--- src/hdl/output_in_regulation_mask_pkg.sv ---
/*
 * Constants for the power-good drop interrupt mask group.
 * Assumes an 8-bit register port and one lane per regulator.
 */
package output_in_regulation_mask_pkg;
	// ==========================================================
	// Register map
	localparam logic [7:0] MASK_GROUP_THREE_OFFSET = 8'h3e;
	localparam logic [7:0] MASK_GROUP_THREE_RESET  = 8'hff;
	localparam logic [7:0] READ_UNMAPPED_VALUE     = 8'h00;

	// ==========================================================
	// Field positions inside the mask register
	localparam int BUCK1_DROP_IRQ_MASK_POS   = 0;
	localparam int BUCK2_DROP_IRQ_MASK_POS   = 1;
	localparam int BUCK3_DROP_IRQ_MASK_POS   = 2;
	localparam int BUCK4_DROP_IRQ_MASK_POS   = 3;
	localparam int LINREG1_DROP_IRQ_MASK_POS = 4;
	localparam int LINREG2_DROP_IRQ_MASK_POS = 5;
	localparam int LINREG3_DROP_IRQ_MASK_POS = 6;
	localparam int LINREG4_DROP_IRQ_MASK_POS = 7;

	// ==========================================================
	// Sizes and reset values
	localparam int         LANE_COUNT        = 8;
	localparam logic [7:0] PREV_GOOD_RESET   = 8'h00;	// Unseen = not good
	localparam logic [7:0] LANE_CLEAR        = 8'h00;
	localparam logic [1:0] RST_SYNC_RESET    = 2'h0;
endpackage

--- src/hdl/output_in_regulation_drop_if.sv ---
/*
 * Interface between the mask block and its drop detector.
 * Assumes both ends share one clock; lane order follows the mask bits.
 */
`timescale 1ns/1ps
`default_nettype none
interface output_in_regulation_drop_if;
	logic [7:0] output_in_regulation;	// Power-good per lane
	logic [7:0] reg_enable;			// Regulator enable per lane
	logic [7:0] drop_event;			// Qualified falling-edge pulse

	modport detector (
		input  output_in_regulation,
		input  reg_enable,
		output drop_event
	);
	modport owner (
		output output_in_regulation,
		output reg_enable,
		input  drop_event
	);
endinterface
`default_nettype wire

--- src/hdl/output_in_regulation_drop_detect.sv ---
/*
 * Falling-edge detector for the eight power-good lanes.
 * Assumes inputs are synchronous to the clock and reset is already synced.
 */
`timescale 1ns/1ps
`default_nettype none
module output_in_regulation_drop_detect
	import output_in_regulation_mask_pkg::*;
(
	input  wire logic      i_sys_clk,	// System clock
	input  wire logic      i_rst_sync_b,	// Synced reset, active low
	output_in_regulation_drop_if.detector lanes		// Lane inputs and events
);
	logic [7:0] prev_good;

	// ==========================================================
	// Previous level; starts as not good, so a lane already low when
	// reset lifts is never taken for a drop
	always_ff @(posedge i_sys_clk or negedge i_rst_sync_b) begin
		if (!i_rst_sync_b) begin
			prev_good <= PREV_GOOD_RESET;
		end else begin
			prev_good <= lanes.output_in_regulation;
		end
	end

	// Good-to-bad only, gated by enable so a shutdown is silent
	always_ff @(posedge i_sys_clk or negedge i_rst_sync_b) begin
		if (!i_rst_sync_b) begin
			lanes.drop_event <= LANE_CLEAR;
		end else begin
			lanes.drop_event <= prev_good & ~lanes.output_in_regulation
				& lanes.reg_enable;
		end
	end
endmodule // output_in_regulation_drop_detect
`default_nettype wire

--- src/hdl/regulator_power_good_irq_mask.sv ---
/*
 * Power-good drop interrupt mask for four bucks and four linear regulators.
 * Assumes the serial control port decodes to a byte address, write and
 * read strobes; the status register lives elsewhere and is fed by
 * o_drop_event.
 */
`timescale 1ns/1ps
`default_nettype none
module regulator_power_good_irq_mask
	import output_in_regulation_mask_pkg::*;
(
	input  wire logic       i_sys_clk,		// 100 MHz clock
	input  wire logic       i_rst_b,		// Power-on reset, low
	input  wire logic [7:0] i_reg_addr,		// Register address
	input  wire logic       i_reg_wr,		// Write strobe
	input  wire logic       i_reg_rd,		// Read strobe
	input  wire logic [7:0] i_reg_wdata,		// Write data
	input  wire logic [7:0] i_output_in_regulation,	// Power-good levels
	input  wire logic [7:0] i_reg_enable,		// Regulator enables
	output var  logic [7:0] o_reg_rdata,		// Read data
	output var  logic [7:0] o_mask,			// Mask register copy
	output var  logic [7:0] o_drop_event,		// All drop events, mask ignored
	output var  logic       o_drop_irq		// Forwarded interrupt
);
	logic [1:0] rst_sync;
	logic       rst_sync_b;
	logic [7:0] power_good_irq_mask_group_three;
	logic       hit;
	output_in_regulation_drop_if lanes ();

	// ==========================================================
	// Reset release: asserts at once, releases after two edges
	always_ff @(posedge i_sys_clk or negedge i_rst_b) begin
		if (!i_rst_b) begin
			rst_sync <= RST_SYNC_RESET;
		end else begin
			rst_sync <= {rst_sync[0], 1'b1};
		end
	end
	assign rst_sync_b = rst_sync[1];

	// ==========================================================
	// Drop detection
	assign lanes.output_in_regulation = i_output_in_regulation;
	assign lanes.reg_enable           = i_reg_enable;

	output_in_regulation_drop_detect u_detect (
		.i_sys_clk    (i_sys_clk),
		.i_rst_sync_b (rst_sync_b),
		.lanes        (lanes)
	);

	// ==========================================================
	// Register port
	assign hit = (i_reg_addr == MASK_GROUP_THREE_OFFSET);

	// Mask register; all lanes masked out of reset
	always_ff @(posedge i_sys_clk or negedge rst_sync_b) begin
		if (!rst_sync_b) begin
			power_good_irq_mask_group_three <= MASK_GROUP_THREE_RESET;
		end else if (i_reg_wr && hit) begin
			power_good_irq_mask_group_three <= i_reg_wdata;
		end
	end

	// Read data holds until the next read; unmapped reads return zero
	always_ff @(posedge i_sys_clk or negedge rst_sync_b) begin
		if (!rst_sync_b) begin
			o_reg_rdata <= READ_UNMAPPED_VALUE;
		end else if (i_reg_rd && hit) begin
			o_reg_rdata <= power_good_irq_mask_group_three;
		end else if (i_reg_rd) begin
			o_reg_rdata <= READ_UNMAPPED_VALUE;
		end
	end

	always_ff @(posedge i_sys_clk or negedge rst_sync_b) begin
		if (!rst_sync_b) begin
			o_mask <= MASK_GROUP_THREE_RESET;
		end else begin
			o_mask <= power_good_irq_mask_group_three;
		end
	end

	// ==========================================================
	// Event outputs; the status register latches o_drop_event and is
	// cleared by a write of 1, so events flow regardless of mask
	always_ff @(posedge i_sys_clk or negedge rst_sync_b) begin
		if (!rst_sync_b) begin
			o_drop_event <= LANE_CLEAR;
		end else begin
			o_drop_event <= lanes.drop_event;
		end
	end

	// Only unmasked lanes reach the interrupt line
	always_ff @(posedge i_sys_clk or negedge rst_sync_b) begin
		if (!rst_sync_b) begin
			o_drop_irq <= 1'b0;
		end else begin
			o_drop_irq <= |(lanes.drop_event
				& ~power_good_irq_mask_group_three);
		end
	end
endmodule // regulator_power_good_irq_mask
`default_nettype wire

--- config.mk ---
export PLATFORM = sky130hd
export DESIGN_NAME = regulator_power_good_irq_mask
export DESIGN_NICKNAME = d
export VERILOG_FILES = /design/src/hdl/output_in_regulation_mask_pkg.sv /design/src/hdl/output_in_regulation_drop_if.sv /design/src/hdl/output_in_regulation_drop_detect.sv /design/src/hdl/regulator_power_good_irq_mask.sv
export SDC_FILE = /design/constraint.sdc
export NUM_CORES = 1
export LEC_CHECK = 0
export CAP_MARGIN = 20
export CORE_MARGIN = 10
export CORE_UTILIZATION = 45
export CTS_BUF_LIST = sky130_fd_sc_hd__clkbuf_2
export DETAILED_ROUTE_END_ITERATION = 10
export DONT_BUFFER_PORTS = 1
export SYNTH_ARGS = -nofsm -noshare
export SYNTH_HDL_FRONTEND = slang
export SYNTH_SLANG_ARGS = --single-unit
--- constraint.sdc ---
create_clock -name i_sys_clk -period 4.3 [get_ports i_sys_clk]
set_clock_uncertainty 0.1 [all_clocks]
set_input_delay 0.43 -clock i_sys_clk [delete_from_list [all_inputs] [get_ports i_sys_clk]]
set_output_delay 0.43 -clock i_sys_clk [all_outputs]
set_load 0.02 [all_outputs]
==> results.sh, run 1 <==
export IMPL_status="completed"
export IMPL_drive_gt1_share_pct=23.53
export IMPL_vias=972
export IMPL_synth_cell_types=16
export IMPL_rows=22
export IMPL_synth_area_top_cells="dfrtp_1 51%, dfstp_2 24%, mux2_4 7.0%, o22ai_1 4.4%, inv_1 3.7%"
export IMPL_postRouteAntennaNets=0
export IMPL_seqCellArea_um2=1297
export IMPL_start_kind="flop"
export IMPL_worst_setup_path_end_kind="primary output"
export IMPL_antenna_found_initial=0
export IMPL_hold_slack_ps=58.32
export IMPL_crit_fanout=1
export IMPL_tns_ps=0
export IMPL_fill_cells=316
export IMPL_clk_insertion_delay_late_ps=400
export IMPL_period_minus_slack_ps=1564
export IMPL_power_total_uw=753.1
export IMPL_period_share_pct=36.38
export IMPL_ir_drop_mv=0.2331
export IMPL_final_cell_mix="34 x dfrtp_1, 27 x dlygate4sd3_1, 17 x inv_1, 16 x dfstp_2, 15 x nand2_1"
export IMPL_cp_arrival_ps=1030
export IMPL_cp_data_required_time_ps=3770
export IMPL_initial_core_util_pct=46.61
export IMPL_netlist_instances=121
export IMPL_rr_worst_depth=2
export IMPL_synth_seq_cells=51
export IMPL_netlist_area_um2=1719
export IMPL_seq_area_frac_synth_pct=75.40
export IMPL_post_dp_hpwl_mm=2.427
export IMPL_cts_htree_levels=2
export IMPL_grt_total_usage_pct=11.02
export IMPL_max_freq_mhz=639.2
export IMPL_first_iter_violations=50
export IMPL_rsz0062_at_grt="false"
export IMPL_min_from="i_reg_wdata[3]"
export IMPL_wl_mm=3.449
export IMPL_holdPathEnd="power_good_irq_mask_group_three[3]"
export IMPL_design_area_um2=2088
export IMPL_grt_pass1_wl_mm=5.457
export IMPL_drc=0
export IMPL_multiInputGateArea_um2=336.6
export IMPL_setup_viol=0
export IMPL_rrSetupSlack_ps=2890
export IMPL_cts_root_buffer="clkbuf_2"
export IMPL_postCtsSetupRepairBufs=0
export IMPL_drt_pass1_iter_count=3
export IMPL_max_cap_viol_count=0
export IMPL_synth_area_per_cell_um2=14.21
export IMPL_grt_pass1_vias=1064
export IMPL_layout_commonest_cell="dfrtp_1"
export IMPL_clkSinkCount=51
export IMPL_clk_pin_slew_ps=210
export IMPL_syn_to_final_growth_pct=21.47
export IMPL_p_leak_uw=0.0009412
export IMPL_wire_per_inst_um=17.16
export IMPL_viasPerCell=4.836
export IMPL_power_density_nw_per_um2=360.6
export IMPL_ys_warn_count=0
export IMPL_critPathKind="flop to primary output"
export IMPL_rr_startpoint="power_good_irq_mask_group_three[0]"
export IMPL_clockBufferDepth=2
export IMPL_grt_max_degree=50
export IMPL_syn_num_nets=157
export IMPL_overflow=0
export IMPL_r2r_end="o_drop_irq"
export IMPL_placed_area_um2=1758
export IMPL_diodes=0
export IMPL_synth_top_area_share_pct=50.95
export IMPL_cts_made_buffers=5
export IMPL_die_y_um=81.81
export IMPL_hold_viol=0
export IMPL_final_max_slew_viol_count=0
export IMPL_place_congestion=0.6741
export IMPL_portBuffers=0
export IMPL_core_um2=3689
export IMPL_whs_path_depth=1
export IMPL_ctsResizeCount=0
export IMPL_dieArea_um2=6693
export IMPL_hold_path_class="input pin to flop"
export IMPL_num_io_pins=61
export IMPL_nets=188
export IMPL_synth_largest_area_cell="dfrtp_1"
export IMPL_cts_tree="done"
export IMPL_die_width_um=81.81
## layout make-up
cell class / count / share of cell area (%)
sequential: 51 / 62.13
multi-input combinational: 49 / 16.12
timing repair buffer: 28 / 13.90
inverter: 17 / 3.056
tap: 48 / 2.876
clock buffer: 8 / 1.917
## metrics by stage
stage | setup WS (ps) | util [%] | std cells
floorplan | 2522 | - | 121
global placement | 2523 | 47.66 | 165
detailed placement | 2502 | 47.66 | 165
CTS | 2694 | 53.63 | 191
global route | 2637 | 56.61 | 201
finish | 2736 | 56.61 | 201
## sequential cells by signal, indices dropped and copies added, names as in the netlist
| name | flops |
|---|---|
| u_detect.prev_good | 8 |
| o_reg_rdata | 8 |
| o_mask | 8 |
| o_drop_event | 8 |
| power_good_irq_mask_group_three | 8 |
| o_drop_irq | 1 |
| u_detect.lanes.drop_event | 8 |
| rst_sync | 2 |
## synth_stat cells (all sizes together)
cell	instances
and3b	2
mux2	8
or2	1
or3	1
nor2	6
conb	1
buf	1
o22ai	12
dfstp	16
nand4b	1
clkbuf	3
or4	2
inv	17
dfrtp	35
nand2	15
## cell families (layout without fill, tap and decap cells)
logic type,Yosys count,in the layout,synth area share (%)
buffers and inverters,21,53,5.022
AO/OA/AOI/OAI,12,12,4.367
multiplexers,8,8,6.987
AND/OR/NAND/NOR,28,28,8.006
other,1,1,0.2181
flip-flops,51,51,75.40
## worst max path at each step
stage | start | endpoint | slack, ps | depth (start not counted)
after floorplan | i_reg_addr[7] | power_good_irq_mask_group_three[0] | 2520 | 4
after global placement | i_reg_addr[7] | power_good_irq_mask_group_three[7] | 2520 | 3
after detailed placement | i_reg_addr[7] | power_good_irq_mask_group_three[0] | 2500 | 3
after CTS | o_mask[5] | o_mask[5] | 2690 | 0
after global routing | o_mask[5] | o_mask[5] | 2640 | 0
final | o_mask[5] | o_mask[5] | 2740 | 0
## routing by layer
metal	global-route usage [%]	wire [µm]	vias to the layer above
met2	17.16	1785	36
li1	-	-	447
met1	11.74	1225	484
met3	7.096	390	5
met4	4.422	47	0
met5	0	0	-
## report_power, final
| group | switching (µW) | internal [µW] |
|---|---|---|
| sequential | 23.4 | 505 |
| combinational | 17.6 | 28.1 |
| clock | 131 | 47.9 |
## worst register-to-register path: cells and delay by family, from the launching register on
family	cells	cell delay, ps
flops	1	600
simple gates	1	500
compound gates	1	110
## timing repair
action	4_1_cts	5_1_grt
hold endpoints to repair	24	14
endpoints found under the setup margin	0	0
hold buffers	18	9
No activity file was read; power rests on OpenSTA's default activity.
==> inputs of run 2 (changes only) <==
--- a/config.mk
+++ b/config.mk
@@ -5,6 +5,7 @@
 export SDC_FILE = /design/constraint.sdc
 export NUM_CORES = 1
 export LEC_CHECK = 0
+export ABC_AREA = 1
 export CAP_MARGIN = 20
 export CORE_MARGIN = 10
 export CORE_UTILIZATION = 45
==> constraint.sdc (replaced) <==
create_clock -name i_sys_clk -period 1.6 [get_ports i_sys_clk]
set_clock_uncertainty 0.1 [all_clocks]
set_input_delay 0.16 -clock i_sys_clk [delete_from_list [all_inputs] [get_ports i_sys_clk]]
set_output_delay 0.16 -clock i_sys_clk [all_outputs]
set_load 0.02 [all_outputs]
==> run 2 against run 1 <==
Compared with the run above:
- wire length rose by 21%
- clock-buffer cell count fell by 2
- critical endpoint is now o_reg_rdata[6]
- die area rose by 1.9%
- register-to-register slack got worse by 2800 ps
==> results.sh, run 2 <==
export IMPL_status="completed"
export IMPL_cp_data_required_time_ps=1890
export IMPL_viasPerCell=5.078
export IMPL_period_share_pct=93.24
export IMPL_rows=22
export IMPL_design_area_um2=2258
export IMPL_initial_core_util_pct=47.44
export IMPL_antenna_found_initial=1
export IMPL_period_minus_slack_ps=1492
export IMPL_critPathKind="flop to flop"
export IMPL_cts_tree="done"
export IMPL_synth_cell_types=14
export IMPL_syn_to_final_growth_pct=28.11
export IMPL_overflow=0
export IMPL_synth_area_top_cells="dfrtp_1 50%, dfstp_2 24%, nand2_1 9.2%, nand4_1 5.7%, inv_1 2.6%"
export IMPL_clockBufferDepth=2
export IMPL_place_ws_ps=483.6
export IMPL_drc=0
export IMPL_portBuffers=0
export IMPL_layout_commonest_cell="nand2_1"
export IMPL_postRouteAntennaNets=0
export IMPL_startpoint="power_good_irq_mask_group_three[6]"
export IMPL_die_width_um=82.59
export IMPL_grt_max_degree=31
export IMPL_ys_top_cells_by_count="43 x nand2_1, 35 x dfrtp_1, 16 x dfstp_2, 16 x nand4_1, 12 x inv_1"
export IMPL_first_iter_violations=114
export IMPL_wire_per_inst_um=17.18
export IMPL_p_leak_uw=0.001030
export IMPL_setup_viol=0
export IMPL_synth_ff_type="dfrtp_1"
export IMPL_cts_made_buffers=5
export IMPL_grt_pass1_vias=1300
export IMPL_wl_mm=4.175
export IMPL_ys_warn_count=0
export IMPL_cp_arrival_ps=1780
export IMPL_netlist_instances=146
export IMPL_seq_area_frac_synth_pct=73.53
export IMPL_clkSinkCount=51
export IMPL_rr_startpoint="power_good_irq_mask_group_three[6]"
export IMPL_core_um2=3716
export IMPL_dieArea_um2=6821
export IMPL_max_cap_viol_count=0
export IMPL_clk_insertion_delay_late_ps=420
export IMPL_synth_seq_cells=51
export IMPL_tns_ps=0
export IMPL_worst_setup_path_end_kind="flop"
export IMPL_grt_total_usage_pct=12.69
export IMPL_final_max_slew_viol_count=0
export IMPL_cts_root_buffer="clkbuf_2"
export IMPL_drt_pass1_iter_count=6
export IMPL_grt_pass1_wl_mm=6.444
export IMPL_synthMostInstantiatedCell="nand2_1"
export IMPL_synth_top_area_share_pct=49.68
export IMPL_placed_area_um2=1798
export IMPL_hold_path_class="flop to asynchronous set/reset pin"
export IMPL_final_cell_mix="43 x nand2_1, 42 x dlygate4sd3_1, 34 x dfrtp_1, 16 x nand4_1, 16 x dfstp_2"
export IMPL_synth_area_per_cell_um2=12.07
export IMPL_rsz0062_at_grt="false"
export IMPL_power_density_nw_per_um2=900.4
export IMPL_post_dp_hpwl_mm=2.746
export IMPL_synthArstFlopShare_pct=100.0
export IMPL_postCtsSetupRepairBufs=0
export IMPL_die_y_um=82.59
export IMPL_crit_fanout=4
export IMPL_hold_viol=0
export IMPL_max_freq_mhz=670.3
export IMPL_start_kind="flop"
export IMPL_clk_pin_slew_ps=230
export IMPL_synth_edf_count=0
export IMPL_cts_htree_levels=2
export IMPL_nets=229
export IMPL_final_core_util_pct=60.77
export IMPL_syn_num_nets=182
export IMPL_vias=1234
export IMPL_layout_setup_ws_ps=108.2
export IMPL_netlist_area_um2=1763
export IMPL_place_congestion=0.7621
export IMPL_num_io_pins=61
export IMPL_drive_gt1_share_pct=15.46
export IMPL_ir_drop_mv=0.5008
export IMPL_fin_cells=243
export IMPL_synth_largest_area_cell="dfrtp_1"
export IMPL_dpl_cell_count=192
run 2: changes by cell type in the layout (fill, tap and decap cells not counted), moves of 4 or more:
cell / previous run / this run
nand2_1: 15 / 43
o22ai_1: 12 / 4
inv_1: 17 / 12
nor2_1: 6 / 10
dlygate4sd3_1: 27 / 42
nand4_1: 0 / 16
mux2_4: 8 / 0
run 2: critical path: stages (launching register included):
cell and delay (ps):
dfstp_2 630, nand4_1 100, dlygate4sd3_1 580, nand2_1 50
run 2: path summary, 6_finish.rpt:
check / end / slack [ps] / depth (start not counted)
worst max register to register: o_reg_rdata[6] / 110 / 3
min in group i_sys_clk: u_detect.prev_good[5] / 200 / 1
max in group asynchronous: rst_sync[1] / 890 / 2
worst max-delay path: o_reg_rdata[6] / 110 / 3
worst min register to register: u_detect.lanes.drop_event[5] / 130 / 1
worst min-delay path: u_detect.lanes.drop_event[5] / 130 / 1
run 2: area by class of cell:
| cell class | instances | area (µm²) |
|---|---|---|
| Fill cell | 300 | 1458 |
| Sequential cell | 51 | 1297 |
| Timing Repair Buffer | 44 | 435.4 |
| Multi-Input combinational cell | 79 | 380.4 |
| Tap cell | 48 | 60.06 |
| Inverter | 12 | 45.04 |
| Clock buffer | 6 | 30.03 |
| Clock inverter | 2 | 7.507 |
| Antenna cell | 1 | 2.502 |
run 2: through the flow:
| step | hold slack, ps | total power, µW |
|---|---|---|
| final | 130.3 | 2033 |
| after global routing | 150.0 | 2135 |
| after global placement | -235.5 | 1510 |
| after detailed placement | -235.5 | 1515 |
| after CTS | 125.4 | 2053 |
| after floorplan | -235.6 | 1493 |
run 2: routing by layer:
layer	GRT usage, %	wire [µm]	up-vias
met1	12.81	1376	607
met5	0	0	-
met4	4.348	88	0
li1	-	-	564
met2	22.40	2260	54
met3	6.156	449	9
run 2: power by group:
part | leakage [µW] | internal [µW] | switching (µW)
registers | 0.000619 | 1360 | 57.6
clock network | 0.0000281 | 105 | 371
logic | 0.000383 | 68.8 | 72.6
total | 0.00103 | 1530 | 501
run 2: kinds of logic (layout without fill, tap and decap cells):
family,Yosys count,in the layout,synth area share [%]
compound gates,4,4,1.419
other cells,1,2,0.2127
flops,51,51,73.53
buf+inv,16,64,4.896
simple gates,74,74,19.94
run 2: repair_timing:
item / CTS / global route
endpoints found under the hold margin: 34 / 0
hold buffers: 42 / 0
resized for setup: 0 / 0
